File: config.mk
export PLATFORM = sky130hd
export DESIGN_NAME = gpd_top
export DESIGN_NICKNAME = d
export VERILOG_FILES = /design/src/gpd_pkg.sv /design/src/gpd_chan.sv /design/src/gpd_top.sv
export VERILOG_INCLUDE_DIRS = /design/src
export SDC_FILE = /design/constraint.sdc
export NUM_CORES = 1
export LEC_CHECK = 0
export ABC_AREA = 1
export BUFFER_PORTS_ARGS = -buffer_cell sky130_fd_sc_hd__buf_2
export CAP_MARGIN = 20
export CORE_ASPECT_RATIO = 1.4
export CORE_MARGIN = 3
export CORE_UTILIZATION = 55
export CTS_CLUSTER_DIAMETER = 30
export DETAILED_ROUTE_END_ITERATION = 7
export PLACE_DENSITY = 0.79
export SYNTH_ARGS = -nofsm -noshare
export SYNTH_HDL_FRONTEND = slang
export SYNTH_SLANG_ARGS = --single-unit
File: constraint.sdc
create_clock -name clk_sys -period 1.9 [get_ports clk_sys]
set_clock_uncertainty 0.05 [all_clocks]
set_input_delay 0.38 -clock clk_sys [delete_from_list [all_inputs] [get_ports clk_sys]]
set_output_delay 0.38 -clock clk_sys [all_outputs]
set_load 0.005 [all_outputs]
File: src/gpd_defs.svh
// register offsets, response codes and layout constants for the gpio block
`ifndef GPD_DEFS_SVH
`define GPD_DEFS_SVH
`define GPD_AW 9
`define GPD_DW 32
`define GPD_OFF_DATA1 9'h000
`define GPD_OFF_DIR1 9'h004
`define GPD_CH_STRIDE 9'h008
`define GPD_OFF_IEN 9'h010
`define GPD_OFF_ISTS 9'h014
`define GPD_RESP_OKAY 2'h0
`define GPD_RESP_SLVERR 2'h2
`define GPD_IEN_GLOBAL 2
`define GPD_FILL_DONE 2'h3
`define GPD_ONE_WORD 32'hFFFFFFFF
`endif

File: src/gpd_pkg.sv
// types and helper functions shared by the gpio block
package gpd_pkg;
   typedef logic [31:0] gpd_word_t;
   typedef logic [8:0] gpd_addr_t;

   // pin bundle handed to the pad buffers outside
   typedef struct packed {
      gpd_word_t o;
      gpd_word_t oe;
   } gpd_pins_t;

   typedef struct packed {
      gpd_word_t dout;
      gpd_word_t oe;
      gpd_word_t sync1;
      gpd_word_t sync2;
      gpd_word_t prev;
      logic [1:0] fill;
   } gpd_chan_st_t;

   typedef struct packed {
      logic bvalid;
      logic [1:0] bresp;
      logic rvalid;
      logic [1:0] rresp;
      gpd_word_t rdata;
      logic [2:0] ien;
      logic [1:0] ists;
      logic irq;
   } gpd_top_st_t;

   function automatic gpd_word_t gpd_merge(input gpd_word_t old_v, input gpd_word_t new_v,
                                           input logic [3:0] strb);
      gpd_word_t r;
      r = old_v;
      for (int b = 0; b < 4; b++)
      begin
         if (strb[b])
            r[b*8 +: 8] = new_v[b*8 +: 8];
      end
      return r;
   endfunction : gpd_merge

   function automatic gpd_word_t gpd_mask(input int w);
      gpd_word_t r;
      r = '0;
      for (int i = 0; i < 32; i++)
      begin
         if (i < w)
            r[i] = 1'b1;
      end
      return r;
   endfunction : gpd_mask
endpackage : gpd_pkg

File: src/gpd_chan.sv
// one gpio channel: output data, direction, input synchroniser and change detect
`timescale 1ns/1ps
`include "gpd_defs.svh"
module gpd_chan #(
   parameter int WIDTH = 32,
   parameter logic [31:0] DOUT_RST = 32'h00000000,
   parameter logic [31:0] TRI_RST = 32'hFFFFFFFF
) (
   input wire logic clk_sys,
   input wire logic rst_n,
   input wire logic wr_data,
   input wire logic wr_dir,
   input wire gpd_pkg::gpd_word_t wdata,
   input wire logic [3:0] wstrb,
   input wire gpd_pkg::gpd_word_t gpio_i,
   output gpd_pkg::gpd_pins_t pins,
   output gpd_pkg::gpd_word_t rd_data,
   output gpd_pkg::gpd_word_t rd_dir,
   output logic chg
);
   import gpd_pkg::*;

   localparam gpd_word_t MASK = gpd_mask(WIDTH);
   gpd_chan_st_t st_reg;
   gpd_chan_st_t st_next;

   always_comb
   begin
      st_next = st_reg;
      // pins pass two flops before anything looks at them
      st_next.sync1 = gpio_i & MASK;
      st_next.sync2 = st_reg.sync1;
      st_next.prev = st_reg.sync2;
      if (st_reg.fill != `GPD_FILL_DONE)
         st_next.fill = st_reg.fill + 2'h1;
      if (wr_data)
         st_next.dout = gpd_merge(st_reg.dout, wdata, wstrb) & MASK;
      // direction register holds 1 for input, so the enable is its inverse
      if (wr_dir)
         st_next.oe = ~gpd_merge(~st_reg.oe, wdata, wstrb) & MASK;
      if (!rst_n)
      begin
         st_next = '0;
         st_next.dout = DOUT_RST & MASK;
         st_next.oe = ~TRI_RST & MASK;
      end
   end

   always_ff @(posedge clk_sys)
   begin
      st_reg <= st_next;
   end

   assign pins.o = st_reg.dout;
   assign pins.oe = st_reg.oe;
   // inputs read back the pin, outputs read back what is driven
   assign rd_data = (st_reg.sync2 & ~st_reg.oe) | (st_reg.dout & st_reg.oe);
   assign rd_dir = ~st_reg.oe & MASK;
   // priming stops a pin already high at reset from raising a change
   assign chg = (st_reg.fill == `GPD_FILL_DONE) && |((st_reg.sync2 ^ st_reg.prev) & ~st_reg.oe);

   chk_oe_width: assert property (@(posedge clk_sys) disable iff (!rst_n) (pins.oe & ~MASK) == '0)
      else $error("enable driven above channel width");
   chk_dir_write: assert property (@(posedge clk_sys) disable iff (!rst_n)
      wr_dir && wstrb == 4'hF |=> pins.oe == (~$past(wdata) & MASK))
      else $error("direction write not applied");
   chk_input_sync: assert property (@(posedge clk_sys) disable iff (!rst_n)
      $past(rst_n) && $past(rst_n, 2) |-> (rd_data & ~pins.oe) == ($past(gpio_i, 2) & MASK & ~pins.oe))
      else $error("input readback not two cycles behind pin");
   // tied to the pin itself, so a broken synchroniser or compare shows up here
   chk_change_seen: assert property (@(posedge clk_sys) disable iff (!rst_n)
      chg |-> ((($past(gpio_i, 2) ^ $past(gpio_i, 3)) & MASK & ~pins.oe) != '0))
      else $error("change flagged with no input change");
endmodule : gpd_chan

File: src/gpd_top.sv
// gpio block with axi4-lite slave, one or two channels and optional interrupt
`timescale 1ns/1ps
`include "gpd_defs.svh"
module gpd_top #(
   parameter int NUM_CH = 2,
   parameter int CH1_WIDTH = 32,
   parameter int CH2_WIDTH = 32,
   parameter logic [31:0] CH1_DOUT_RST = 32'h00000000,
   parameter logic [31:0] CH1_TRI_RST = 32'hFFFFFFFF,
   parameter logic [31:0] CH2_DOUT_RST = 32'h00000000,
   parameter logic [31:0] CH2_TRI_RST = 32'hFFFFFFFF,
   parameter logic [2:0] IEN_RST = 3'h0,
   parameter bit interrupt_logic_included = 1'b1
) (
   input wire logic clk_sys,
   input wire logic rst_n,
   input wire gpd_pkg::gpd_addr_t s_axi_awaddr,
   input wire logic s_axi_awvalid,
   output logic s_axi_awready,
   input wire gpd_pkg::gpd_word_t s_axi_wdata,
   input wire logic [3:0] s_axi_wstrb,
   input wire logic s_axi_wvalid,
   output logic s_axi_wready,
   output logic [1:0] s_axi_bresp,
   output logic s_axi_bvalid,
   input wire logic s_axi_bready,
   input wire gpd_pkg::gpd_addr_t s_axi_araddr,
   input wire logic s_axi_arvalid,
   output logic s_axi_arready,
   output gpd_pkg::gpd_word_t s_axi_rdata,
   output logic [1:0] s_axi_rresp,
   output logic s_axi_rvalid,
   input wire logic s_axi_rready,
   input wire gpd_pkg::gpd_word_t [1:0] gpio_i,
   output gpd_pkg::gpd_pins_t [1:0] gpio_pins,
   output logic irq
);
   import gpd_pkg::*;

   gpd_top_st_t st_reg;
   gpd_top_st_t st_next;
   logic wr_hs;
   logic rd_hs;
   logic [1:0] wr_data_sel;
   logic [1:0] wr_dir_sel;
   logic [1:0] chg;
   gpd_word_t [1:0] ch_rd;
   gpd_word_t [1:0] ch_dir;

   // offset of a channel's data register; direction sits one word above
   function automatic gpd_addr_t ch_off(input int ch);
      return `GPD_OFF_DATA1 + gpd_addr_t'(ch) * `GPD_CH_STRIDE;
   endfunction : ch_off

   function automatic logic addr_ok(input gpd_addr_t a);
      logic ok;
      ok = (a == `GPD_OFF_IEN) || (a == `GPD_OFF_ISTS);
      for (int c = 0; c < 2; c++)
      begin
         if (c < NUM_CH && (a == ch_off(c) || a == ch_off(c) + `GPD_OFF_DIR1))
            ok = 1'b1;
      end
      return ok;
   endfunction : addr_ok

   // address and data are taken together; one write outstanding at a time
   assign wr_hs = s_axi_awvalid && s_axi_wvalid && !st_reg.bvalid;
   assign rd_hs = s_axi_arvalid && !st_reg.rvalid;
   assign s_axi_awready = wr_hs;
   assign s_axi_wready = wr_hs;
   assign s_axi_arready = !st_reg.rvalid;

   genvar g;
   generate
      for (g = 0; g < 2; g++)
      begin : gen_ch
         if (g < NUM_CH)
         begin : gen_on
            assign wr_data_sel[g] = wr_hs && s_axi_awaddr == ch_off(g);
            assign wr_dir_sel[g] = wr_hs && s_axi_awaddr == ch_off(g) + `GPD_OFF_DIR1;
            gpd_chan #(
               .WIDTH(g == 0 ? CH1_WIDTH : CH2_WIDTH),
               .DOUT_RST(g == 0 ? CH1_DOUT_RST : CH2_DOUT_RST),
               .TRI_RST(g == 0 ? CH1_TRI_RST : CH2_TRI_RST)
            ) u_chan (
               .clk_sys(clk_sys),
               .rst_n(rst_n),
               .wr_data(wr_data_sel[g]),
               .wr_dir(wr_dir_sel[g]),
               .wdata(s_axi_wdata),
               .wstrb(s_axi_wstrb),
               .gpio_i(gpio_i[g]),
               .pins(gpio_pins[g]),
               .rd_data(ch_rd[g]),
               .rd_dir(ch_dir[g]),
               .chg(chg[g])
            );
         end
         else
         begin : gen_off
            assign wr_data_sel[g] = 1'b0;
            assign wr_dir_sel[g] = 1'b0;
            assign gpio_pins[g] = '0;
            assign ch_rd[g] = '0;
            assign ch_dir[g] = '0;
            assign chg[g] = 1'b0;
         end
      end
   endgenerate

   always_comb
   begin
      st_next = st_reg;
      if (st_reg.bvalid && s_axi_bready)
         st_next.bvalid = 1'b0;
      if (st_reg.rvalid && s_axi_rready)
         st_next.rvalid = 1'b0;
      if (wr_hs)
      begin
         st_next.bvalid = 1'b1;
         st_next.bresp = addr_ok(s_axi_awaddr) ? `GPD_RESP_OKAY : `GPD_RESP_SLVERR;
         if (s_axi_awaddr == `GPD_OFF_IEN && s_axi_wstrb[0])
            st_next.ien = s_axi_wdata[2:0];
         // write one to clear
         if (s_axi_awaddr == `GPD_OFF_ISTS && s_axi_wstrb[0])
            st_next.ists = st_reg.ists & ~s_axi_wdata[1:0];
      end
      // an event in the clearing cycle survives: set wins over clear
      st_next.ists = st_next.ists | chg;
      st_next.irq = st_reg.ien[`GPD_IEN_GLOBAL] && |(st_reg.ists & st_reg.ien[1:0]);
      if (rd_hs)
      begin
         st_next.rvalid = 1'b1;
         st_next.rresp = addr_ok(s_axi_araddr) ? `GPD_RESP_OKAY : `GPD_RESP_SLVERR;
         st_next.rdata = '0;
         for (int c = 0; c < 2; c++)
         begin
            if (s_axi_araddr == ch_off(c))
               st_next.rdata = ch_rd[c];
            if (s_axi_araddr == ch_off(c) + `GPD_OFF_DIR1)
               st_next.rdata = ch_dir[c];
         end
         if (s_axi_araddr == `GPD_OFF_IEN)
            st_next.rdata = {29'h0, st_reg.ien};
         if (s_axi_araddr == `GPD_OFF_ISTS)
            st_next.rdata = {30'h0, st_reg.ists};
      end
      if (!interrupt_logic_included)
      begin
         st_next.ien = '0;
         st_next.ists = '0;
         st_next.irq = 1'b0;
      end
      if (!rst_n)
      begin
         st_next = '0;
         st_next.ien = interrupt_logic_included ? IEN_RST : 3'h0;
      end
   end

   always_ff @(posedge clk_sys)
   begin
      st_reg <= st_next;
   end

   assign s_axi_bvalid = st_reg.bvalid;
   assign s_axi_bresp = st_reg.bresp;
   assign s_axi_rvalid = st_reg.rvalid;
   assign s_axi_rresp = st_reg.rresp;
   assign s_axi_rdata = st_reg.rdata;
   assign irq = st_reg.irq;

   chk_bresp_code: assert property (@(posedge clk_sys) disable iff (!rst_n)
      wr_hs |=> s_axi_bvalid && s_axi_bresp == ($past(addr_ok(s_axi_awaddr)) ? 2'h0 : 2'h2))
      else $error("write response code wrong");
   chk_bvalid_hold: assert property (@(posedge clk_sys) disable iff (!rst_n)
      s_axi_bvalid && !s_axi_bready |=> s_axi_bvalid && $stable(s_axi_bresp))
      else $error("write response dropped before taken");
   chk_read_answer: assert property (@(posedge clk_sys) disable iff (!rst_n)
      s_axi_arvalid && s_axi_arready |=> s_axi_rvalid ##0 (!s_axi_arready))
      else $error("read not answered next cycle");
   chk_irq_absent: assert property (@(posedge clk_sys) disable iff (!rst_n)
      !interrupt_logic_included |-> !irq && st_reg.ists == 2'h0)
      else $error("interrupt logic active while excluded");
   chk_event_sticky: assert property (@(posedge clk_sys) disable iff (!rst_n)
      interrupt_logic_included && chg[1] ##1 !wr_hs |-> st_reg.ists[1] [*2])
      else $error("channel event not held");
   chk_reset_idle: assert property (@(posedge clk_sys)
      !rst_n |=> !s_axi_bvalid && !s_axi_rvalid && !irq)
      else $error("outputs not idle after reset");
endmodule : gpd_top

==> flow_metrics.tcl, run 1 <==
set metrics [dict create \
    drtIter0Drc 1033 \
    cp.arrival_ps 1360 \
    overflow 0 \
    cts_tree "built" \
    synthToLayoutAreaGrowth_pct 21.4 \
    finalCritPeriodShare_pct 94.2 \
    postRouteAntennaNets 0 \
    rows 73 \
    synth_cells 2194 \
    layout-drive-gt1-share_pct 19.2 \
    synth-seq-cells 366 \
    clock.fmax_ghz 0.558 \
    grt_antenna_before_repair 3 \
    dp_hpwl_mm 31.7 \
    ff2ff_setup_slack_ps 260 \
    whs_path_depth 4 \
    synth_edf_count 0 \
    track_usage_pct 29.5 \
    power_mw 19.7 \
    r2r_end "st_reg[1]$_SDFF_PN0_" \
    required_ps 1470 \
    period_needed_ps 1790 \
    ys.flop_type "dfxtp_1" \
    nNetsFinal 2526 \
    ctsResizeCount 0 \
    vdd.ir_drop.worst_uv 840 \
    yosysWarningCount 0 \
    setup_viol 0 \
    postCtsSetupRepairBufs 0 \
    grt_pass1_vias 13800 \
    power.leakage_nw 9.93 \
    clockBufferDepth 3 \
    grt_max_degree 137 \
    worstRegToRegCells 10 \
    drc 0 \
    clkTransAtPathRegs_ps 50 \
    wirelength_mm 46.6 \
    io_buffers 292 \
    worst_pin_slew_ps 540 \
    root_buffer "clkbuf_16" \
    start_kind "flop" \
    reg2reg_from "gen_ch[0].gen_on.u_chan.st_reg[47]$_SDFF_PN0_" \
    fp.dieH_um 207 \
    synth.largest_area_cell "dfxtp_1" \
    fp.dieW_um 150 \
    cts_buffers 53 \
    maxCapViolations 0 \
    viasPerCell 5.03 \
    ff_latch_area_um2 7330 \
    pin_count 295 \
    fillers 2328 \
    synthArstFlopShare_pct 0 \
    start_util_pct 55.9 \
    rsz0062_at_grt "false" \
    path_class "reg -> out" \
    route.detailed.wl_per_inst_um 16.5 \
    vias 14200 \
    first_pass_iters 5 \
    syn_area_per_cell_um2 7.24 \
    ctsHoldBuffers 62 \
    yosysTopAreaCellShare_pct 46.1 \
    yosys-top-cells-area "dfxtp_1, nand2_1, inv_1" \
    hp-start "s_axi_bready" \
    grt_pass1_wl_mm 72.3 \
    pre_cts_ws_ps -182 \
    timing.final.ws_setup_ps 109 \
    netlist_area_um2 15900 \
    min_path_type "in -> reg" \
    p_per_area_nw_per_um2 1020 \
    final_hold_viol_count 0 \
    synthDistinctLibCells 39 \
    ys_seq_area_share_pct 46.1 \
    multiInputGateArea_um2 5550 \
    worst_slew_margin_rel_pct 64.0 \
    endpoint_kind "output port" \
    min_to "s_axi_bvalid$_SDFFE_PN0P_" \
    status "finished clean" \
    clkSinkCount 366 \
    maxSlewViolCount 0 \
    worstSkewPairLatency_ps 560 \
    die_area_um2 31000 \
    cts_max_level 2 \
    crit_fanout 8 \
    coreArea_um2 28400 \
    gp_congestion 0.893 \
]
Yosys cell counts (2+ instances only):
cell type and count:
nand4_1 2, nand3_2 3, nand2_1 458, nor2_1 214, inv_1 371, nand3_1 13, xor2_1 10, xnor2_1 11
o21ai_1 14, buf_4 167, ha_1 2, a21oi_1 232, o21ai_0 193, inv_2 3, nand2_2 8, buf_6 7
nor2_2 8, o2111ai_1 2, buf_2 17, dfxtp_1 366, nor3_1 3, a211oi_1 10, nor3_4 2, or2_2 2
clkbuf_1 52, a211oi_2 8, nor2_4 3, o221ai_1 2
worst max-delay path: stages (launching register included):
cell	delay [ps]
dfxtp_1	340
nor2_4	140
buf_4	200
buf_2	130
worst max path at each step:
stage | start | to | slack [ps] | cells after the start
finish | s_axi_bvalid$_SDFFE_PN0P_ | s_axi_wready | 110 | 3
global route | s_axi_bvalid$_SDFFE_PN0P_ | s_axi_wready | 30 | 3
CTS | s_axi_bvalid$_SDFFE_PN0P_ | s_axi_wready | 80 | 3
floorplan | s_axi_awaddr[5] | gen_ch[1].gen_on.u_chan.pins[60]$_SDFFE_PN0P_ | 260 | 9
global placement | s_axi_awaddr[5] | gen_ch[1].gen_on.u_chan.pins[41]$_SDFFE_PN0P_ | -140 | 9
detailed placement | s_axi_awaddr[7] | gen_ch[1].gen_on.u_chan.pins[44]$_SDFFE_PN0P_ | -180 | 9
cells in the final DEF (no fill, tap or decap), types with 9 or more instances in the layout:
cell	instances
a211oi_1	10
a21oi_1	232
buf_12	15
buf_2	291
buf_4	24
bufinv_16	9
clkbuf_16	55
clkinv_4	9
dfxtp_1	366
dlygate4sd3_1	62
inv_1	370
nand2_1	458
nand3_1	13
nor2_1	212
o21ai_0	193
o21ai_1	14
xnor2_1	11
xor2_1	10
metal layers:
| layer | wire length, um | track usage (%) |
|---|---|---|
| met3 | 3450 | 5.67 |
| met4 | 2570 | 15.4 |
| met1 | 17400 | 33.4 |
| met5 | 7 | 0 |
| met2 | 23200 | 51.9 |
logic make-up (layout without fill, tap and decap cells):
kind of cell    after synthesis  after routing  share of synthesized area [%]
xor+xnor                     21             21                           1.16
simple gates                720            720                           18.1
other cells                   1              4                         0.0236
buf+inv                     619            868                           19.1
flops                       366            366                           46.1
fa+ha+maj                     2              2                          0.158
compound gates              465            465                           15.4
layout make-up:
type / instances / share of cell area (%)
clock inverter: 38 / 2.67
tap: 375 / 2.43
sequential: 366 / 38.0
antenna: 2 / 0.0260
multi-input combinational: 1210 / 28.8
timing repair buffer: 393 / 13.3
clock buffer: 62 / 7.43
inverter: 375 / 7.31
where the power goes:
| part | leakage, nW | switching (mW) | internal, mW |
|---|---|---|---|
| Clock | 0.937 | 3.81 | 6.73 |
| Sequential | 2.98 | 0.120 | 7.89 |
| Combinational | 6.01 | 0.690 | 0.452 |
per-stage QoR:
| step | setup TNS (ps) | std cells | util, % | hold WS [ps] | area (um2) |
|---|---|---|---|---|---|
| finish | 0 | 2821 | 67.9 | 21.5 | 19300 |
| global route | 0 | 2819 | 67.9 | 13.6 | 19300 |
| CTS | 0 | 2819 | 67.9 | 3.22 | 19300 |
| detailed placement | -7140 | 2657 | 58.8 | 345 | 16700 |
| global placement | -3110 | 2657 | 58.8 | 342 | 16700 |
| floorplan | 0 | 2195 | - | 340 | 15900 |
Note: power is estimated with default switching activity, not from simulation.
==> inputs of run 2 (changes only) <==
--- a/config.mk
+++ b/config.mk
@@ -9,12 +9,14 @@
 export ABC_AREA = 1
 export BUFFER_PORTS_ARGS = -buffer_cell sky130_fd_sc_hd__buf_2
 export CAP_MARGIN = 20
+export CELL_PAD_IN_SITES_DETAIL_PLACEMENT = 0
+export CELL_PAD_IN_SITES_GLOBAL_PLACEMENT = 2
 export CORE_ASPECT_RATIO = 1.4
 export CORE_MARGIN = 3
-export CORE_UTILIZATION = 55
+export CORE_UTILIZATION = 31
 export CTS_CLUSTER_DIAMETER = 30
 export DETAILED_ROUTE_END_ITERATION = 7
-export PLACE_DENSITY = 0.79
+export PLACE_DENSITY_LB_ADDON = 0.1
 export SYNTH_ARGS = -nofsm -noshare
 export SYNTH_HDL_FRONTEND = slang
 export SYNTH_SLANG_ARGS = --single-unit
==> flow_metrics.tcl, run 2 (same netlist as run 1, synthesis figures left out) <==
set metrics [dict create \
    status "finished clean" \
    maxSlewViolCount 0 \
    worst_slew_margin_rel_pct 62.0 \
    die_area_um2 54000 \
    postRouteAntennaNets 0 \
    viasPerCell 4.36 \
    power.leakage_nw 10.6 \
    vias 13800 \
    min_path_type "in -> reg" \
    layout_commonest_cell "nand2_1" \
    endpoint_kind "output port" \
    reg2reg_from "s_axi_bvalid$_SDFFE_PN0P_" \
    ff_latch_area_um2 7330 \
    cts_tree "built" \
    wl_met2_mm 28.3 \
    cp.arrival_ps 1400 \
    grt_antenna_before_repair 2 \
    fp.dieH_um 274 \
    rows 97 \
    final_hold_viol_count 0 \
    worstSkewPairLatency_ps 600 \
    path_cells "nor2_4, buf_6, buf_2" \
    coreArea_um2 50400 \
    route.met3.wl_mm 2.87 \
    worst_pin_slew_ps 571 \
    clkSinkCount 366 \
    maxCapViolations 0 \
    finalSetupTns_ps 0 \
    mostFrequentLayoutCells "nand2_1, inv_1, dfxtp_1" \
    io_buffers 292 \
    route.detailed.wl_per_inst_um 17.6 \
    clock.fmax_ghz 0.548 \
    vdd.ir_drop.worst_uv 624 \
    root_buffer "clkbuf_16" \
    whs_path_depth 3 \
    grt_pass1_wl_mm 83.0 \
    synthToLayoutAreaGrowth_pct 32.4 \
    p_per_area_nw_per_um2 1150 \
    overflow 0 \
    fp.dieW_um 197 \
    required_ps 1470 \
    period_needed_ps 1830 \
    drtIter0Drc 562 \
    critPathLaunch "s_axi_bvalid$_SDFFE_PN0P_" \
    clkTransAtPathRegs_ps 40 \
    layout-drive-gt1-share_pct 21.8 \
    worstRegToRegCells 7 \
    nNetsFinal 2589 \
    grt_max_degree 60 \
    dpl-instance-area_um2 17400 \
    first_pass_iters 5 \
    crit_slowest_cell "dfxtp_1" \
    dp_hpwl_mm 39.8 \
    cts_buffers 83 \
    rsz0062_at_grt "false" \
    dpl.cell_count 2956 \
    fin_area_um2 21000 \
    grt_pass1_vias 13800 \
    wirelength_mm 55.9 \
    hp-start "gpio_i[60]" \
    pin_count 295 \
    top_layer "met4" \
    gp_congestion 0.830 \
    crit_fanout 7 \
    power_mw 24.1 \
    clockBufferDepth 3 \
    setup_viol 0 \
    max_stage_delay_ps 330 \
    hold-worst-slack_ps 8.65 \
    postCtsSetupRepairBufs 0 \
    instances_no_fill 3173 \
    track_usage_pct 20.5 \
    drc 0 \
    path_class "reg -> out" \
    cts_max_level 3 \
    fillers 5254 \
    finalCritPeriodShare_pct 96.1 \
    wl_met1_mm 23.1 \
    multiInputGateArea_um2 5560 \
    start_util_pct 31.5 \
    start_kind "flop" \
]
## run 2: changes by cell type in the layout (fill, tap and decap cells not counted), sizes merged
cell         before  now
diode             2    1
inv             386  377
clkinvlp          6   15
bufinv            9   11
clkbuf           63  105
dlygate4sd3      62   64
clkinv           12   19
buf             330  362
## run 2: worst max-delay path: cells and delay by family (launching register included)
kind	cells	cell delay, ps
buf+inv	2	300
flops	1	330
simple gates	1	180
## run 2: metal layers
layer / GRT usage, % / up-vias
met5: 0 / -
met4: 8.35 / 0
met3: 3.98 / 78
met2: 36.7 / 361
met1: 23.9 / 6255
li1: - / 7143
## run 2: final cells by class
cell class / count / area share [%]
multi-input combinational: 1210 / 26.4
sequential: 366 / 34.8
clock inverter: 47 / 2.84
antenna: 1 / 0.0119
inverter: 375 / 6.70
tap: 643 / 3.82
timing repair buffer: 426 / 14.2
clock buffer: 105 / 11.2
## run 2: where the power goes
part | leakage (nW) | internal (mW) | switching [mW] | total, mW
combinational | 6.23 | 0.488 | 0.718 | 1.21
clock | 1.40 | 10.2 | 4.63 | 14.9
sequential | 2.98 | 7.91 | 0.116 | 8.02
## run 2: through the flow
step                      util [%]  setup WS [ps]
after CTS                     41.8           25.4
final                         41.8           74.9
after global placement        34.6           11.9
after detailed placement      34.6          -5.80
after global routing          41.8           12.4
after floorplan                  -            259
## run 2: timing repair
| action | in CTS | in global routing |
|---|---|---|
| gates resized for setup | 1 | 0 |
| hold buffers | 64 | 0 |
| hold endpoints to repair | 64 | 0 |
| endpoints found under the setup margin | 2 | 0 |
## run 2: final timing paths
check	slack (ps)	end
worst max-delay path	70	s_axi_awready
worst min-delay path	9	gen_ch[1].gen_on.u_chan.st_reg[94]$_SDFF_PN0_
worst max register to register	240	gen_ch[0].gen_on.u_chan.pins[50]$_SDFFE_PN0P_
worst min register to register	350	gen_ch[0].gen_on.u_chan.st_reg[53]$_SDFF_PN0_
==> inputs of run 3 (changes only) <==
--- a/config.mk
+++ b/config.mk
@@ -6,15 +6,14 @@
 export SDC_FILE = /design/constraint.sdc
 export NUM_CORES = 1
 export LEC_CHECK = 0
-export ABC_AREA = 1
+export ABC_AREA = 0
 export BUFFER_PORTS_ARGS = -buffer_cell sky130_fd_sc_hd__buf_2
 export CAP_MARGIN = 20
 export CELL_PAD_IN_SITES_DETAIL_PLACEMENT = 0
 export CELL_PAD_IN_SITES_GLOBAL_PLACEMENT = 2
 export CORE_ASPECT_RATIO = 1.4
 export CORE_MARGIN = 3
-export CORE_UTILIZATION = 31
-export CTS_CLUSTER_DIAMETER = 30
+export CORE_UTILIZATION = 34
 export DETAILED_ROUTE_END_ITERATION = 7
 export PLACE_DENSITY_LB_ADDON = 0.1
 export SYNTH_ARGS = -nofsm -noshare
==> flow_metrics.tcl, run 3 <==
set metrics [dict create \
    dpl-instance-area_um2 16700 \
    layout_commonest_cell "dfxtp_1" \
    clkTransAtPathRegs_ps 60 \
    grt_antenna_before_repair 2 \
    mostFrequentLayoutCells "dfxtp_1, buf_2, and2_1" \
    synth.largest_area_cell "dfxtp_1" \
    fin_area_um2 18900 \
    timing.final.ws_setup_ps -6.74 \
    drc 0 \
    rsz0062_at_grt "true" \
    start_kind "flop" \
    synth_edf_count 0 \
    dpl.cell_count 2274 \
    overflow 0 \
    p_int_mw 13.4 \
    n_antenna_cell 0 \
    synth_cells 1576 \
    vdd.ir_drop.worst_uv 509 \
    path_class "reg -> reg" \
    critPathLaunch "s_axi_bvalid$_SDFFE_PN0P_" \
    pwr-share-clk_pct 47.2 \
    yosysTopAreaCellShare_pct 48.4 \
    finalCritPeriodShare_pct 100 \
    fp.dieW_um 184 \
    clkSinkCount 366 \
    start_util_pct 34.7 \
    dp_hpwl_mm 38.1 \
    maxCapViolations 0 \
    hold-worst-slack_ps 24.9 \
    vias 11400 \
    swShare_pct 22.7 \
    fillers 4348 \
    ys_seq_area_share_pct 48.4 \
    period_needed_ps 1910 \
    wirelength_mm 51.3 \
    endpoint_kind "flop" \
    worstSkewPairLatency_ps 540 \
    combPwrFrac_pct 6.6 \
    required_ps 2260 \
    clockBufferDepth 3 \
    worst_slew_margin_rel_pct 34.1 \
    fp.dieH_um 256 \
    root_buffer "clkbuf_16" \
    cts_max_level 2 \
    synth-seq-cells 366 \
    viasPerCell 4.72 \
    postRouteAntennaNets 0 \
    grt_max_degree 116 \
    p_switching_mw 3.92 \
    finalSetupTns_ps -6.74 \
    final_hold_viol_count 0 \
    io_buffers 292 \
    syn_area_per_cell_um2 9.61 \
    nNetsFinal 1955 \
    final_util_pct 43.3 \
    gp_congestion 0.855 \
    cts_tree "built" \
    worst_pin_slew_ps 989 \
    first_pass_iters 4 \
    yosysWarningCount 0 \
    die_area_um2 47100 \
    crit_fanout 8 \
    power_mw 17.3 \
    grt_pass1_wl_mm 74.7 \
    reg2reg_from "s_axi_bvalid$_SDFFE_PN0P_" \
    p_seq_share_pct 46.2 \
    violations "negative setup slack" \
    worstRegToRegCells 7 \
    synthArstFlopShare_pct 0 \
    maxSlewViolCount 0 \
    track_usage_pct 21.1 \
    route.detailed.wl_per_inst_um 21.3 \
    min_path_type "in -> reg" \
    cp.arrival_ps 2270 \
    setup_viol 1 \
    grt_pass1_vias 11400 \
    p_per_area_nw_per_um2 918 \
    status "finished, violations left" \
    ff2ff_setup_slack_ps -7 \
    rows 90 \
    drtIter0Drc 500 \
    synth_commonest_cells "dfxtp_1, and2_1, nor2_1" \
    ys.flop_type "dfxtp_1" \
    yosys-top-cells-area "dfxtp_1, buf_4, and2_1" \
    pin_count 295 \
    yosysMostFrequentCell "dfxtp_1" \
    netlist_area_um2 15100 \
    pre_cts_ws_ps -436 \
    instances_no_fill 2409 \
    clock.fmax_ghz 0.524 \
    synthDistinctLibCells 54 \
    coreArea_um2 43600 \
    synthToLayoutAreaGrowth_pct 24.5 \
    cts_buffers 40 \
    power.leakage_nw 8.77 \
    layout-drive-gt1-share_pct 27.6 \
]
## run 3: cell types whose count changed in the layout (fill, tap and decap cells not counted), sizes merged, moves of 29 or more
cell	change
buf	+32
o22ai	+63
o21ai	-201
and2	+194
nor2b	+30
a211oi	+29
xnor2	+53
nand2	-399
a21oi	-200
clkbuf	-45
mux2i	+121
nor2	-46
inv	-336
## run 3: cell families after synthesis
kind of cell,after synthesis,share of synthesized area [%]
xor gates and xnor gates,66,3.82
AOI/OAI and AO/OA,187,8.82
other,1,0.0248
and+or+nand+nor,550,19.0
adders and majority gates,2,0.165
muxes,123,8.15
DFF,366,48.4
buffers and inverters,281,11.6
## run 3: what timing repair did
action / in CTS / in global routing
hold buffers: 53 / 0
setup endpoints to repair: 51 / 74
buffers inserted: 1 / 8
cloned: 0 / 2
hold endpoints to repair: 53 / 0
gates resized for setup: 3 / 20
pin swaps: 1 / 9
## run 3: worst max-delay path, stage by stage (launching register included)
cell and delay (ps):
dfxtp_2 320, nand3b_1 270, nor4_4 350, buf_12 180, and3_4 230, buf_12 130, mux2i_2 190, nor2_1 50
## run 3: layout make-up
| class | instances | area (um2) | area share [%] |
|---|---|---|---|
| Inverter | 41 | 159 | 0.843 |
| Multi-Input combinational cell | 930 | 6230 | 33.1 |
| Tap cell | 552 | 691 | 3.66 |
| Clock inverter | 13 | 193 | 1.02 |
| Timing Repair Buffer | 449 | 3070 | 16.3 |
| Clock buffer | 58 | 1180 | 6.26 |
| Sequential cell | 366 | 7330 | 38.9 |
## run 3: metal layers
layer	part of all wire, %	GRT usage (%)	routed length (um)
met1	41	25.5	21200
met2	52	38.2	26400
met3	4.7	3.84	2420
met4	2.3	5.34	1180
met5	0.025	0	13
## run 3: worst min path at each step
stage,cells past startpoint,startpoint,endpoint
after global routing,2,gpio_i[55],gen_ch[1].gen_on.u_chan.st_reg[89]$_SDFF_PN0_
after CTS,2,gpio_i[27],gen_ch[0].gen_on.u_chan.st_reg[93]$_SDFF_PN0_
after global placement,1,gen_ch[1].gen_on.u_chan.st_reg[81]$_SDFF_PN0_,gen_ch[1].gen_on.u_chan.st_reg[49]$_SDFF_PN0_
after floorplan,1,gen_ch[0].gen_on.u_chan.st_reg[66]$_SDFF_PN0_,gen_ch[0].gen_on.u_chan.st_reg[34]$_SDFF_PN0_
after detailed placement,1,gen_ch[1].gen_on.u_chan.st_reg[94]$_SDFF_PN0_,gen_ch[1].gen_on.u_chan.st_reg[62]$_SDFF_PN0_
final,2,gpio_i[55],gen_ch[1].gen_on.u_chan.st_reg[89]$_SDFF_PN0_
## run 3: power groups by stage
stage	clock [mW]	sequential [mW]	combinational (mW)
floorplan	0	8.12	0.571
global placement	0	8.16	1.05
detailed placement	0	8.16	1.05
CTS	8.38	7.99	1.15
global route	8.68	8.00	1.25
finish	8.17	7.99	1.14
